===== src/inc/pbil_pkg.sv =====
// Notes on behaviour
// - Button feeds one selectable input function; selection resets to code 9 (position preset).
// - Polarity bit set to 1 inverts the button sense; resets to 0.
// - Release needs a continuous hold of 1 to 50 tenths, default 10; 0 disables interlock.
// - Release window lasts 0 to 50 tenths, default 30, then interlock returns.
// - On firing, both indicators stay lit for 0 to 50 tenths, default 10.
// - Both indicators blink while the release window is open.
// - Function fires on a fresh second press inside the window, never on the hold.
// - After the monitor time only the power indicator stays lit.
// - Once the window expires, single presses are ignored until a new full hold.
package pbil_pkg;
  localparam int unsigned CLK_PERIOD_NS = 100;
  localparam int unsigned TICK_TIME_NS = 100_000_000;
  localparam int unsigned TICK_CYCLES = TICK_TIME_NS / CLK_PERIOD_NS;
  localparam int unsigned DEB_TIME_NS = 10_000_000;
  localparam int unsigned DEB_CYCLES = (DEB_TIME_NS + CLK_PERIOD_NS - 1) / CLK_PERIOD_NS;
  localparam int unsigned CNT_W = 21;
  localparam logic [7:0] OFS_FUNC = 8'h00;
  localparam logic [7:0] OFS_INVERT = 8'h04;
  localparam logic [7:0] OFS_HOLD = 8'h08;
  localparam logic [7:0] OFS_WINDOW = 8'h0c;
  localparam logic [7:0] OFS_MONITOR = 8'h10;
  localparam logic [7:0] OFS_STATUS = 8'h14;
  localparam logic [7:0] RST_FUNC = 8'h09;
  localparam logic RST_INVERT = 1'b0;
  localparam logic [5:0] RST_HOLD = 6'h0a;
  localparam logic [5:0] RST_WINDOW = 6'h1e;
  localparam logic [5:0] RST_MONITOR = 6'h0a;
  localparam logic [5:0] TIME_MAX = 6'h32;
  localparam int unsigned ST_STATE_LSB = 0;
  localparam int unsigned ST_LEVEL_BIT = 2;
  localparam int unsigned ST_RELSEEN_BIT = 3;
  localparam logic [1:0] RESP_OKAY = 2'b00;
  localparam logic [1:0] RESP_SLVERR = 2'b10;
  typedef enum logic [1:0] {
    PBIL_IDLE = 2'b00,
    PBIL_HOLD = 2'b01,
    PBIL_WIN = 2'b11,
    PBIL_MON = 2'b10
  } pbil_state_t;
endpackage


===== src/verilog/pbil_top.sv =====
`timescale 1ns/10ps
module pbil_top #(
  parameter int unsigned TICK_CYCLES = pbil_pkg::TICK_CYCLES,
  parameter int unsigned DEB_CYCLES = pbil_pkg::DEB_CYCLES
) (
  input wire logic aclk,
  input wire logic aresetn,
  input wire logic panel_pushbutton_input,
  input wire logic [7:0] s_axi_awaddr,
  input wire logic s_axi_awvalid,
  output logic s_axi_awready,
  input wire logic [31:0] s_axi_wdata,
  input wire logic [3:0] s_axi_wstrb,
  input wire logic s_axi_wvalid,
  output logic s_axi_wready,
  output logic [1:0] s_axi_bresp,
  output logic s_axi_bvalid,
  input wire logic s_axi_bready,
  input wire logic [7:0] s_axi_araddr,
  input wire logic s_axi_arvalid,
  output logic s_axi_arready,
  output logic [31:0] s_axi_rdata,
  output logic [1:0] s_axi_rresp,
  output logic s_axi_rvalid,
  input wire logic s_axi_rready,
  output logic [7:0] func_code,
  output logic func_fire,
  output logic func_level,
  output logic power_led,
  output logic alarm_led
);
  logic sync1_q, sync2_q, stable_q;
  logic [pbil_pkg::CNT_W-1:0] deb_q;
  logic pressed, pressed_q, press_edge;
  logic [7:0] func_q;
  logic invert_q;
  logic [5:0] hold_q, win_q, mon_q;
  logic [5:0] time_in;
  pbil_pkg::pbil_state_t state_q, state_d;
  logic [pbil_pkg::CNT_W-1:0] presc_q;
  logic [5:0] steps_q;
  logic [6:0] steps_nxt;
  logic tick, fire_d, rel_seen_q, blink_q;
  logic [7:0] aw_addr_q;
  logic [31:0] w_data_q;
  logic [3:0] w_strb_q;
  logic aw_have_q, w_have_q, wr_go;
  logic awready_q, wready_q, bvalid_q, arready_q, rvalid_q;
  logic [1:0] bresp_q, rresp_q;
  logic [31:0] rdata_q;
  logic fire_q, level_q, pled_q, aled_q;

  // Two flops first, then a stable-for-DEB_CYCLES filter
  always_ff @(posedge aclk) begin
    if (!aresetn) begin
      sync1_q <= 1'b0;
      sync2_q <= 1'b0;
    end else begin
      sync1_q <= panel_pushbutton_input;
      sync2_q <= sync1_q;
    end
  end

  always_ff @(posedge aclk) begin
    if (!aresetn) begin
      deb_q <= '0;
      stable_q <= 1'b0;
    end else if (sync2_q == stable_q) begin
      deb_q <= '0;
    end else if (deb_q >= pbil_pkg::CNT_W'(DEB_CYCLES - 1)) begin
      deb_q <= '0;
      stable_q <= sync2_q;
    end else begin
      deb_q <= deb_q + 1'b1;
    end
  end

  assign pressed = stable_q ^ invert_q;

  always_ff @(posedge aclk) begin
    if (!aresetn) begin
      pressed_q <= 1'b0;
    end else begin
      pressed_q <= pressed;
    end
  end

  assign press_edge = pressed && !pressed_q;

  // Tick restarts on every state change so each period is exact
  assign tick = (presc_q == pbil_pkg::CNT_W'(TICK_CYCLES - 1));
  assign steps_nxt = {1'b0, steps_q} + 7'h01;

  always_ff @(posedge aclk) begin
    if (!aresetn || state_d != state_q) begin
      presc_q <= '0;
      steps_q <= '0;
    end else if (tick) begin
      presc_q <= '0;
      steps_q <= steps_nxt[5:0];
    end else begin
      presc_q <= presc_q + 1'b1;
    end
  end

  always_comb begin
    state_d = state_q;
    fire_d = 1'b0;
    unique case (state_q)
      pbil_pkg::PBIL_IDLE: begin
        if (press_edge && hold_q == 6'h00) begin
          fire_d = 1'b1;
          state_d = (mon_q == 6'h00) ? pbil_pkg::PBIL_IDLE : pbil_pkg::PBIL_MON;
        end else if (press_edge) begin
          state_d = pbil_pkg::PBIL_HOLD;
        end
      end
      pbil_pkg::PBIL_HOLD: begin
        if (!pressed) begin
          state_d = pbil_pkg::PBIL_IDLE;
        end else if (tick && steps_nxt >= {1'b0, hold_q}) begin
          state_d = pbil_pkg::PBIL_WIN;
        end
      end
      pbil_pkg::PBIL_WIN: begin
        if (rel_seen_q && press_edge) begin
          fire_d = 1'b1;
          state_d = (mon_q == 6'h00) ? pbil_pkg::PBIL_IDLE : pbil_pkg::PBIL_MON;
        end else if (win_q == 6'h00 || (tick && steps_nxt >= {1'b0, win_q})) begin
          state_d = pbil_pkg::PBIL_IDLE;
        end
      end
      pbil_pkg::PBIL_MON: begin
        if (mon_q == 6'h00 || (tick && steps_nxt >= {1'b0, mon_q})) begin
          state_d = pbil_pkg::PBIL_IDLE;
        end
      end
    endcase
  end

  always_ff @(posedge aclk) begin
    if (!aresetn) begin
      state_q <= pbil_pkg::PBIL_IDLE;
    end else begin
      state_q <= state_d;
    end
  end

  // The hold itself never counts as the second press
  always_ff @(posedge aclk) begin
    if (!aresetn || state_q != pbil_pkg::PBIL_WIN) begin
      rel_seen_q <= 1'b0;
    end else if (!pressed) begin
      rel_seen_q <= 1'b1;
    end
  end

  always_ff @(posedge aclk) begin
    if (!aresetn || state_q != pbil_pkg::PBIL_WIN) begin
      blink_q <= 1'b1;
    end else if (tick) begin
      blink_q <= !blink_q;
    end
  end

  always_ff @(posedge aclk) begin
    if (!aresetn) begin
      fire_q <= 1'b0;
      level_q <= 1'b0;
      pled_q <= 1'b0;
      aled_q <= 1'b0;
    end else begin
      fire_q <= fire_d;
      level_q <= (hold_q == 6'h00) ? pressed : fire_d;
      unique case (state_d)
        pbil_pkg::PBIL_WIN: begin
          pled_q <= (state_q == pbil_pkg::PBIL_WIN) ? blink_q : 1'b1;
          aled_q <= (state_q == pbil_pkg::PBIL_WIN) ? blink_q : 1'b1;
        end
        pbil_pkg::PBIL_MON: begin
          pled_q <= 1'b1;
          aled_q <= 1'b1;
        end
        default: begin
          pled_q <= 1'b1;
          aled_q <= 1'b0;
        end
      endcase
    end
  end

  // AXI4-Lite write: address and data taken in either order
  assign wr_go = aw_have_q && w_have_q && !bvalid_q;

  always_ff @(posedge aclk) begin
    if (!aresetn) begin
      aw_have_q <= 1'b0;
      awready_q <= 1'b1;
      aw_addr_q <= 8'h00;
    end else if (s_axi_awvalid && awready_q) begin
      aw_have_q <= 1'b1;
      awready_q <= 1'b0;
      aw_addr_q <= s_axi_awaddr;
    end else if (wr_go) begin
      aw_have_q <= 1'b0;
    end else if (!aw_have_q && !bvalid_q) begin
      awready_q <= 1'b1;
    end
  end

  always_ff @(posedge aclk) begin
    if (!aresetn) begin
      w_have_q <= 1'b0;
      wready_q <= 1'b1;
      w_data_q <= 32'h0000_0000;
      w_strb_q <= 4'h0;
    end else if (s_axi_wvalid && wready_q) begin
      w_have_q <= 1'b1;
      wready_q <= 1'b0;
      w_data_q <= s_axi_wdata;
      w_strb_q <= s_axi_wstrb;
    end else if (wr_go) begin
      w_have_q <= 1'b0;
    end else if (!w_have_q && !bvalid_q) begin
      wready_q <= 1'b1;
    end
  end

  always_ff @(posedge aclk) begin
    if (!aresetn) begin
      bvalid_q <= 1'b0;
      bresp_q <= pbil_pkg::RESP_OKAY;
    end else if (wr_go) begin
      bvalid_q <= 1'b1;
      bresp_q <= (aw_addr_q > pbil_pkg::OFS_MONITOR || aw_addr_q[1:0] != 2'b00) ?
                 pbil_pkg::RESP_SLVERR : pbil_pkg::RESP_OKAY;
    end else if (s_axi_bready) begin
      bvalid_q <= 1'b0;
    end
  end

  // Over-range values in the low data byte clamp to the top of the legal range; bits above it are ignored
  assign time_in = (w_data_q[7:0] > {2'b00, pbil_pkg::TIME_MAX}) ?
                   pbil_pkg::TIME_MAX : w_data_q[5:0];

  always_ff @(posedge aclk) begin
    if (!aresetn) begin
      func_q <= pbil_pkg::RST_FUNC;
      invert_q <= pbil_pkg::RST_INVERT;
      hold_q <= pbil_pkg::RST_HOLD;
      win_q <= pbil_pkg::RST_WINDOW;
      mon_q <= pbil_pkg::RST_MONITOR;
    end else if (wr_go && w_strb_q[0]) begin
      unique case (aw_addr_q)
        pbil_pkg::OFS_FUNC: func_q <= w_data_q[7:0];
        pbil_pkg::OFS_INVERT: invert_q <= w_data_q[0];
        pbil_pkg::OFS_HOLD: hold_q <= time_in;
        pbil_pkg::OFS_WINDOW: win_q <= time_in;
        pbil_pkg::OFS_MONITOR: mon_q <= time_in;
        default: ;
      endcase
    end
  end

  // AXI4-Lite read, one cycle after the address is taken
  always_ff @(posedge aclk) begin
    if (!aresetn) begin
      arready_q <= 1'b1;
      rvalid_q <= 1'b0;
      rdata_q <= 32'h0000_0000;
      rresp_q <= pbil_pkg::RESP_OKAY;
    end else if (s_axi_arvalid && arready_q) begin
      arready_q <= 1'b0;
      rvalid_q <= 1'b1;
      rresp_q <= pbil_pkg::RESP_OKAY;
      rdata_q <= 32'h0000_0000;
      unique case (s_axi_araddr)
        pbil_pkg::OFS_FUNC: rdata_q[7:0] <= func_q;
        pbil_pkg::OFS_INVERT: rdata_q[0] <= invert_q;
        pbil_pkg::OFS_HOLD: rdata_q[5:0] <= hold_q;
        pbil_pkg::OFS_WINDOW: rdata_q[5:0] <= win_q;
        pbil_pkg::OFS_MONITOR: rdata_q[5:0] <= mon_q;
        pbil_pkg::OFS_STATUS: begin
          rdata_q[pbil_pkg::ST_STATE_LSB +: 2] <= state_q;
          rdata_q[pbil_pkg::ST_LEVEL_BIT] <= pressed;
          rdata_q[pbil_pkg::ST_RELSEEN_BIT] <= rel_seen_q;
        end
        default: rresp_q <= pbil_pkg::RESP_SLVERR;
      endcase
    end else if (rvalid_q && s_axi_rready) begin
      rvalid_q <= 1'b0;
      arready_q <= 1'b1;
    end
  end

  assign s_axi_awready = awready_q;
  assign s_axi_wready = wready_q;
  assign s_axi_bvalid = bvalid_q;
  assign s_axi_bresp = bresp_q;
  assign s_axi_arready = arready_q;
  assign s_axi_rvalid = rvalid_q;
  assign s_axi_rdata = rdata_q;
  assign s_axi_rresp = rresp_q;
  assign func_code = func_q;
  assign func_fire = fire_q;
  assign func_level = level_q;
  assign power_led = pled_q;
  assign alarm_led = aled_q;
endmodule

===== config.mk =====
export PLATFORM = sky130hd
export DESIGN_NAME = pbil_top
export DESIGN_NICKNAME = d
export VERILOG_FILES = /design/src/inc/pbil_pkg.sv /design/src/verilog/pbil_top.sv
export SDC_FILE = /design/constraint.sdc
export NUM_CORES = 1
export LEC_CHECK = 0
export BUFFER_PORTS_ARGS = -buffer_cell sky130_fd_sc_hd__buf_2
export CAP_MARGIN = 5
export CORE_ASPECT_RATIO = 0.5
export CORE_MARGIN = 3
export CORE_UTILIZATION = 50
export DETAILED_ROUTE_END_ITERATION = 16
export GPL_TIMING_DRIVEN = 0
export PLACE_DENSITY = 0.83
export SLEW_MARGIN = 10
export SYNTH_ARGS = -nofsm -noshare
export SYNTH_HDL_FRONTEND = slang
export SYNTH_SLANG_ARGS = --single-unit

===== constraint.sdc =====
create_clock -name aclk -period 4.85 [get_ports aclk]
set_input_delay 0.97 -clock aclk [delete_from_list [all_inputs] [get_ports aclk]]
set_output_delay 0.97 -clock aclk [all_outputs]
set_load 0.03 [all_outputs]

==> results of run 1 <==
## cell usage in the layout (no fill, tap or decap), drive strengths merged, types with 9 or more instances in the layout
master / n
nand2: 108
dfxtp: 121
o21ai: 13
and2: 9
buf: 89
ha: 26
mux2i: 17
xnor2: 16
a21oi: 51
nor3: 20
conb: 30
nand3: 27
nor2: 88
xor2: 29
and3: 18
inv: 27
clkbuf: 39
## stage by stage
stage          util [%]  total power [mW]  instance area (um^2)
2_1_floorplan         -              1.27                  6030
3_3_place_gp       57.8              1.32                  6520
3_5_place_dp       57.8              1.33                  6520
4_1_cts            63.9              2.78                  7210
5_1_grt            63.9              2.85                  7210
6_report           63.9              2.77                  7210
## cells by family after synthesis
kind of cell / Yosys count / synth area share [%]
compound gates: 106 / 12.0
xor+xnor: 45 / 6.66
fa+ha+maj: 26 / 5.49
buf+inv: 76 / 6.78
flops: 121 / 40.9
mux: 18 / 3.06
other cells: 1 / 0.0633
simple gates: 313 / 25.0
## power by group
part / internal, mW / leakage, nW / switching [mW]
Combinational: 0.0932 / 1.85 / 0.171
Sequential: 1.02 / 0.983 / 0.0290
Clock: 1.00 / 0.326 / 0.453
Total: 2.12 / 3.16 / 0.652
## registers in the layout, summed over array words and instances, names as in the netlist, 2 cells and up
name and count:
aw_addr_q 8, state_q 2, s_axi_rdata 8, w_data_q 8
mon_q 6, deb_q 21, steps_q 6, win_q 6
func_code 8, presc_q 21, hold_q 6
## routing by layer
layer	vias up	part of all wire [%]
met5	-	0
met4	0	2.6
met3	45	6.3
met2	191	48
met1	2438	43
li1	2574	-
## critical path, stage by stage, from the launching register on
cell and delay (ns):
dfxtp_1 0.48, ha_1 0.25, and3_1 0.22, xor2_1 0.30, ha_1 0.32, and3_1 0.19, a2111oi_2 0.55, nor4_1 0.15
o21ai_0 0.36, o211ai_4 0.23, buf_8 0.21, nor3_2 0.14
## cell type report
cell class / count / area share [%]
well taps: 159 / 2.76
clock inverters: 11 / 3.00
inverters: 27 / 1.41
multi-input cells: 538 / 44.5
flip-flops and latches: 121 / 33.6
plain buffers: 49 / 4.16
clock buffers: 21 / 6.52
repair buffers: 58 / 4.02
## path summary, 6_finish.rpt
kind | to | cells past startpoint
min reg2reg | sync2_q$_SDFF_PN0_ | 1
max reg2reg | presc_q[18]$_SDFF_PP0_ | 11
max | presc_q[18]$_SDFF_PP0_ | 11
min | sync2_q$_SDFF_PN0_ | 1
==> results.toml, run 1 <==
[outcome]
outcome = "finished, final reports clean"

[die]
rows = 27
die-area_um2 = 13300
core_um2 = 11300
dieWidth_um = 160
start_util_pct = 52.5
ioPinCount = 113
fp.dieH_um = 82.9

[place]
gp_congestion = 0.948
dp_hpwl_um = 9820
dpl.cell_count = 952
place_ws_ns = 1.53
io_buffers = 58

[finish]
nNetsFinal = 898
multi_input_area_um2 = 3210
drive_gt1_share_pct = 17.5
diodes = 0
fillCellCount = 913
regArea_um2 = 2420
layout.cells.non_filler = 984
area_growth_syn_to_layout_pct = 21.8

[setup_path]
critPathKind = "register to register"
crit_fanout = 10
worst_setup_path_start_kind = "register"
r2r-start = "steps_q[0]$_SDFFE_PP0P_"
cp-end-kind = "register"
required_ns = 5.19
arrival_ns = 3.82
r2r_setup_slack_ns = 1.37
critPathLaunch = "steps_q[0]$_SDFFE_PP0P_"

[global_route]
met1_usage_pct = 25.8
grt_overflow = 0
grt_pass1_vias = 5121
grt_use_total_pct = 21.6
top_usage_layer = "met2"
grt_util_met2_pct = 36.7
grt_max_degree = 17
grt_use_met3_pct = 4.98
antenna_found_initial = 0
grt_pass1_wl_um = 23600

[synth]
synth_top_area_share_pct = 40.9
yosysUniqueCellTypes = 66
ys_seq_area_share_pct = 40.9
synth_ff_type = "dfxtp_1"
synth_area_um2 = 5920
synth-seq-cells = 121
yosys.cell_count.top_type = "dfxtp_1"
avgSynthCellArea_um2 = 8.39
async_reset_ff_share_pct = 0
ys_top_cells_by_area = "dfxtp_1 (41%), nand2_1 (6.8%), ha_1 (5.5%)"
yosysTopAreaCell = "dfxtp_1"
syn_inst = 706
synth-edff-count = 0
ys_top_cells_by_count = "dfxtp_1 (121), nand2_1 (108), nor2_1 (82)"
yosysWarnings = 0

[detailed_routing]
avgViaCountPerCell = 5.33
wl_per_cell_um = 14.4
wirelength_um = 14200
drcViolationCount = 0
drt_first_pass_iters = 7
ant_nets = 0
num_vias = 5248
drt_iter0_drc = 308

[power_and_ir_drop]
powerDensity_nw_per_um2 = 385
peakVddDrop_v = 0.000275
leakagePower_nw = 3.16

[clock_network]
cts_root_buffer = "clkbuf_16"
clockBufferDepth = 2
cts_made_buffers = 17
clk_pin_slew_ns = 0.05
cts.sinks = 121
clk_latency_ns = 0.42
cts_tree = "built"
postCtsHoldBufs = 0
htreeDepth = 4
cts_resized = 0
post_cts_buffers = 0

[sta]
fmax_mhz = 288
worst_clock_skew_ns = 0.00704
hold_viol_final = 0
rsz0062_at_grt = "false"
finalSetupViolCount = 0
max_slew.worst_pin.slew_ns = 0.814
setup_tns_ns = 0
layout_setup_ws_ns = 1.37
hold-worst-slack_ns = 0.431
finalCriticalPeriod_ns = 3.48
slew_viol_final = 0
slew_headroom_pct = 45.3
min_period_over_period_pct = 71.7

[worst_hold_path]
hp-start = "sync1_q$_SDFF_PN0_"
hold_class = "register to register"

[run]
drv_cap = 0
No activity file was read; power rests on OpenSTA's default activity.
==> run 2: changes to the inputs <==
- clock period: 4.85 -> 3.3 ns (I/O delays scaled with it)
==> run 2 against run 1 <==
Compared with the run above:
- hold slack better by 0.0011 ns
- setup slack got worse by 1.2 ns
- flip-flop and latch count unchanged
- global-route usage about the same
- sequential power rose by 48%
- fmax rose by 13%
- wire length grew 0.11%
==> results.toml, run 2 (same netlist as run 1, synthesis figures left out) <==
[place]
io_buffers = 58
dpl.cell_count = 952
gp_congestion = 0.948
dp_hpwl_um = 9820
dpl_cell_area_um2 = 6520

[global_route]
grt_pass1_wl_um = 23600
grt_max_degree = 17
grt_use_total_pct = 21.6
antenna_found_initial = 0
grt_overflow = 0
grt_pass1_vias = 5117

[sta]
setup_tns_ns = 0
min_period_over_period_pct = 93.5
slew_headroom_pct = 47.2
slew_viol_final = 0
fmax_mhz = 324
rsz0062_at_grt = "false"
finalSetupViolCount = 0
max_slew.worst_pin.slew_ns = 0.786
worst_clock_skew_ns = 0.00598
finalCriticalPeriod_ns = 3.08
hold_viol_final = 0

[detailed_routing]
drt_iter0_drc = 360
wirelength_um = 14200
avgViaCountPerCell = 5.28
drcViolationCount = 0
ant_nets = 0
wl_per_cell_um = 14.4
drt_first_pass_iters = 5
num_vias = 5199

[clock_network]
clk_latency_ns = 0.42
cts_made_buffers = 17
htreeDepth = 4
clk_pin_slew_ns = 0.05
clockBufferDepth = 2
cts.sinks = 121
cts_tree = "built"
post_cts_buffers = 0
cts_root_buffer = "clkbuf_16"

[power_and_ir_drop]
powerDensity_nw_per_um2 = 563
power_mw = 4.07
leakagePower_nw = 3.16
peakVddDrop_v = 0.000390

[die]
start_util_pct = 52.5
ioPinCount = 113
core_um2 = 11300
die-area_um2 = 13300
rows = 27
fp.dieH_um = 82.9
dieWidth_um = 160

[setup_path]
critPathKind = "register to register"
worst_setup_path_start_kind = "register"
cp-end-kind = "register"
slowest_delay_ns = 0.45
crit_fanout = 10
worst_path_max_delay_cell = "a2111oi_4"
required_ns = 3.64
arrival_ns = 3.43
critical_path.cell_chain = "ha_1 -> and3_1 -> xor2_2 -> ha_1 -> and3_1 -> a2111oi_4 -> nor4_1 -> o21ai_1 -> o211ai_4 -> buf_8 -> nor3_2"

[finish]
area_growth_syn_to_layout_pct = 22.3
diodes = 0
layout.cells.non_filler = 984
mostFrequentLayoutCell = "dfxtp_1"
drive_gt1_share_pct = 17.8
reg_top3 = "deb_q: 21 flops, presc_q: 21 flops"
final_cell_mix = "dfxtp_1 (120), nand2_1 (108), nor2_1 (82), buf_2 (58), a21oi_1 (51)"
nNetsFinal = 898
final_area_um2 = 7240

[worst_hold_path]
hold_class = "register to register"

[outcome]
outcome = "finished, final reports clean"

[run]
drv_cap = 0
==> run 2: layout make-up <==
cell class | count | area [um^2]
Multi-Input combinational cell | 538 | 3240
Fill cell | 905 | 4040
Sequential cell | 121 | 2420
Clock buffer | 21 | 470
Clock inverter | 11 | 216
Inverter | 27 | 101
Timing Repair Buffer | 58 | 290
Tap cell | 159 | 199
Buffer | 49 | 300
==> run 2: routing by layer <==
| metal | vias to the layer above | global-route usage (%) | part of all wire, % | routed length, um |
|---|---|---|---|---|
| li1 | 2570 | - | - | - |
| met1 | 2382 | 25.8 | 42 | 5990 |
| met2 | 202 | 36.7 | 48 | 6810 |
| met3 | 45 | 4.98 | 7.1 | 1010 |
| met4 | 0 | 10.5 | 2.7 | 382 |
| met5 | - | 0 | 0 | 0 |
==> run 2: per-stage QoR <==
stage	hold slack, ns	utilization (%)	setup WS [ns]
after global routing	0.461	64.2	0.0723
after detailed placement	0.444	57.8	-0.0194
after global placement	0.420	57.8	0.0304
final	0.433	64.2	0.216
after CTS	0.436	64.0	0.0689
after floorplan	0.412	-	0.474
==> run 2: timing repair <==
action / CTS / global route
endpoints found under the setup margin: 27 / 22
endpoints found under the hold margin: 0 / 0
resized for setup: 2 / 3
hold buffers: 0 / 0
==> run 2: final timing paths <==
check | start | end | slack [ns] | cells past startpoint
worst max-delay path | steps_q[0]$_SDFFE_PP0P_ | presc_q[18]$_SDFF_PP0_ | 0.22 | 11
worst min-delay path | sync1_q$_SDFF_PN0_ | sync2_q$_SDFF_PN0_ | 0.43 | 1
worst max register to register | steps_q[0]$_SDFFE_PP0P_ | presc_q[18]$_SDFF_PP0_ | 0.22 | 11
worst min register to register | sync1_q$_SDFF_PN0_ | sync2_q$_SDFF_PN0_ | 0.43 | 1
==> run 2: power by group <==
part	internal (mW)	total, mW	switching, mW
Combinational	0.137	0.388	0.251
Clock	1.48	2.14	0.663
Sequential	1.51	1.55	0.0419
==> run 2: worst max-delay path, delay by kind of cell (launching register included) <==
family	cells	cell delay, ns
buffers and inverters	1	0.20
DFF	1	0.40
AOI/OAI and AO/OA	3	0.91
xor gates and xnor gates	1	0.23
adders and majority gates	2	0.51
and+or+nand+nor	4	0.74
==> run 3: changes to the inputs <==
- BUFFER_PORTS_ARGS: -buffer_cell sky130_fd_sc_hd__buf_2 -> -buffer_cell sky130_fd_sc_hd__buf_4
- PLACE_DENSITY: 0.83 -> 0.77
==> run 3 against run 2 <==
Compared with the run above:
- setup slack improved by 0.055 ns
- critical path depth fell by 1
- non-clock buffer count did not move
==> results.toml, run 3 (same netlist as run 1, synthesis figures left out) <==
[detailed_routing]
ant_nets = 0
drt_first_pass_iters = 5
drcViolationCount = 0
wirelength_um = 13900
drt_iter0_drc = 291
avgViaCountPerCell = 5.22
num_vias = 5122
wl_per_cell_um = 14.1

[clock_network]
cts.sinks = 121
cts_made_buffers = 17
htreeDepth = 4
clockBufferDepth = 2
cts_root_buffer = "clkbuf_16"
clk_latency_ns = 0.41
clk_pin_slew_ns = 0.05
cts_tree = "built"

[power_and_ir_drop]
p_seq_share_pct = 38.2
powerDensity_nw_per_um2 = 550
power_mw = 4.05
p_comb_share_pct = 9.8
peakVddDrop_v = 0.000361
clock_power_share_pct = 52.0
p_int_mw = 3.15
netSwitchingPower_mw = 0.906
leakagePower_nw = 3.20
sw_frac_of_total_pct = 22.3

[setup_path]
required_ns = 3.61
arrival_ns = 3.34
slowest_delay_ns = 0.45
path_common_cell = "ha_1"
critical_path.cell_chain = "ha_1 -> xor2_1 -> ha_1 -> a21oi_1 -> o21ai_0 -> a2111oi_4 -> nor4_1 -> a211o_1 -> o2111a_1 -> a31oi_1"
crit_buf_inv = 0
critPathKind = "register to register"
cp-end-kind = "register"
crit_family = "compound AO/OA/AOI/OAI gates"
worst_path_max_delay_cell = "dfxtp_1"
worst_setup_path_start_kind = "register"
crit_fanout = 6

[finish]
reg_top3 = "deb_q: 21 flops, presc_q: 21 flops"
area_growth_syn_to_layout_pct = 24.5
nNetsFinal = 898
finish.utilization_pct = 65.3
final_cell_mix = "dfxtp_1 (121), nand2_1 (108), buf_4 (84), nor2_1 (82), a21oi_1 (51)"
drive_gt1_share_pct = 17.4
mostFrequentLayoutCell = "dfxtp_1"
diodes = 0
layout.cells.non_filler = 982

[sta]
slew_headroom_pct = 52.2
finalCriticalPeriod_ns = 3.03
rsz0062_at_grt = "false"
fmax_mhz = 330
finalSetupViolCount = 0
max_slew.worst_pin.slew_ns = 0.711
slew_viol_final = 0
min_period_over_period_pct = 91.8
setup_tns_ns = 0
hold_viol_final = 0
worst_clock_skew_ns = 0.00700

[global_route]
grt_pass1_vias = 4909
grt_max_degree = 17
grt_pass1_wl_um = 23100
antenna_found_initial = 0
grt_use_total_pct = 21.1
grt_overflow = 0

[place]
gp_congestion = 0.875
io_buffers = 58
dpl.cell_count = 952
dp_hpwl_um = 9820

[die]
dieWidth_um = 160
die-area_um2 = 13300
rows = 27
ioPinCount = 113
core_um2 = 11300
fp.dieH_um = 82.9
start_util_pct = 52.5

[worst_hold_path]
hold_class = "register to register"

[outcome]
outcome = "finished, final reports clean"

[run]
drv_cap = 0
[run 3: repair_timing]
action,4_1_cts,5_1_grt
hold buffers,0,0
buffers inserted,0,0
gates resized for setup,0,4
endpoints found under the setup margin,0,29
[run 3: path summary, 6_finish.rpt]
path / from / end / slack [ns] / depth (start not counted)
max: steps_q[0]$_SDFFE_PP0P_ / power_led$_SDFF_PN0_ / 0.27 / 10
min: sync1_q$_SDFF_PN0_ / sync2_q$_SDFF_PN0_ / 0.43 / 1
max reg2reg: steps_q[0]$_SDFFE_PP0P_ / power_led$_SDFF_PN0_ / 0.27 / 10
min reg2reg: sync1_q$_SDFF_PN0_ / sync2_q$_SDFF_PN0_ / 0.43 / 1
[run 3: area by class of cell]
cell class | instances | area (um^2)
Multi-Input combinational cell | 538 | 3240
Buffer | 49 | 300
Timing Repair Buffer | 58 | 435
Clock buffer | 23 | 488
Fill cell | 918 | 3910
Clock inverter | 7 | 188
Sequential cell | 121 | 2420
Inverter | 27 | 101
Tap cell | 159 | 199
[run 3: metal layers]
| metal | wire length (um) | vias up | part of all wire, % | GRT usage (%) |
|---|---|---|---|---|
| met5 | 0 | - | 0 | 0 |
| met4 | 252 | 0 | 1.8 | 7.40 |
| met3 | 793 | 31 | 5.7 | 4.93 |
| met2 | 6520 | 164 | 47 | 36.0 |
| met1 | 6320 | 2357 | 46 | 26.2 |
| li1 | - | 2570 | - | - |
[run 3: through the flow]
stage / instance area [um^2] / setup WS (ns) / hold slack (ns)
floorplan: 6030 / 0.474 / 0.412
global placement: 6660 / 0.0256 / 0.421
detailed placement: 6660 / 0.0293 / 0.424
CTS: 7340 / 0.00492 / 0.439
global route: 7370 / 0.0635 / 0.454
finish: 7370 / 0.271 / 0.433
[run 3: power by group through the flow]
| stage | logic [mW] | clock network, mW | registers (mW) |
|---|---|---|---|
| floorplan | 0.272 | 0 | 1.59 |
| global placement | 0.385 | 0 | 1.58 |
| detailed placement | 0.392 | 0 | 1.58 |
| CTS | 0.396 | 2.13 | 1.55 |
| global route | 0.436 | 2.20 | 1.55 |
| finish | 0.397 | 2.11 | 1.55 |
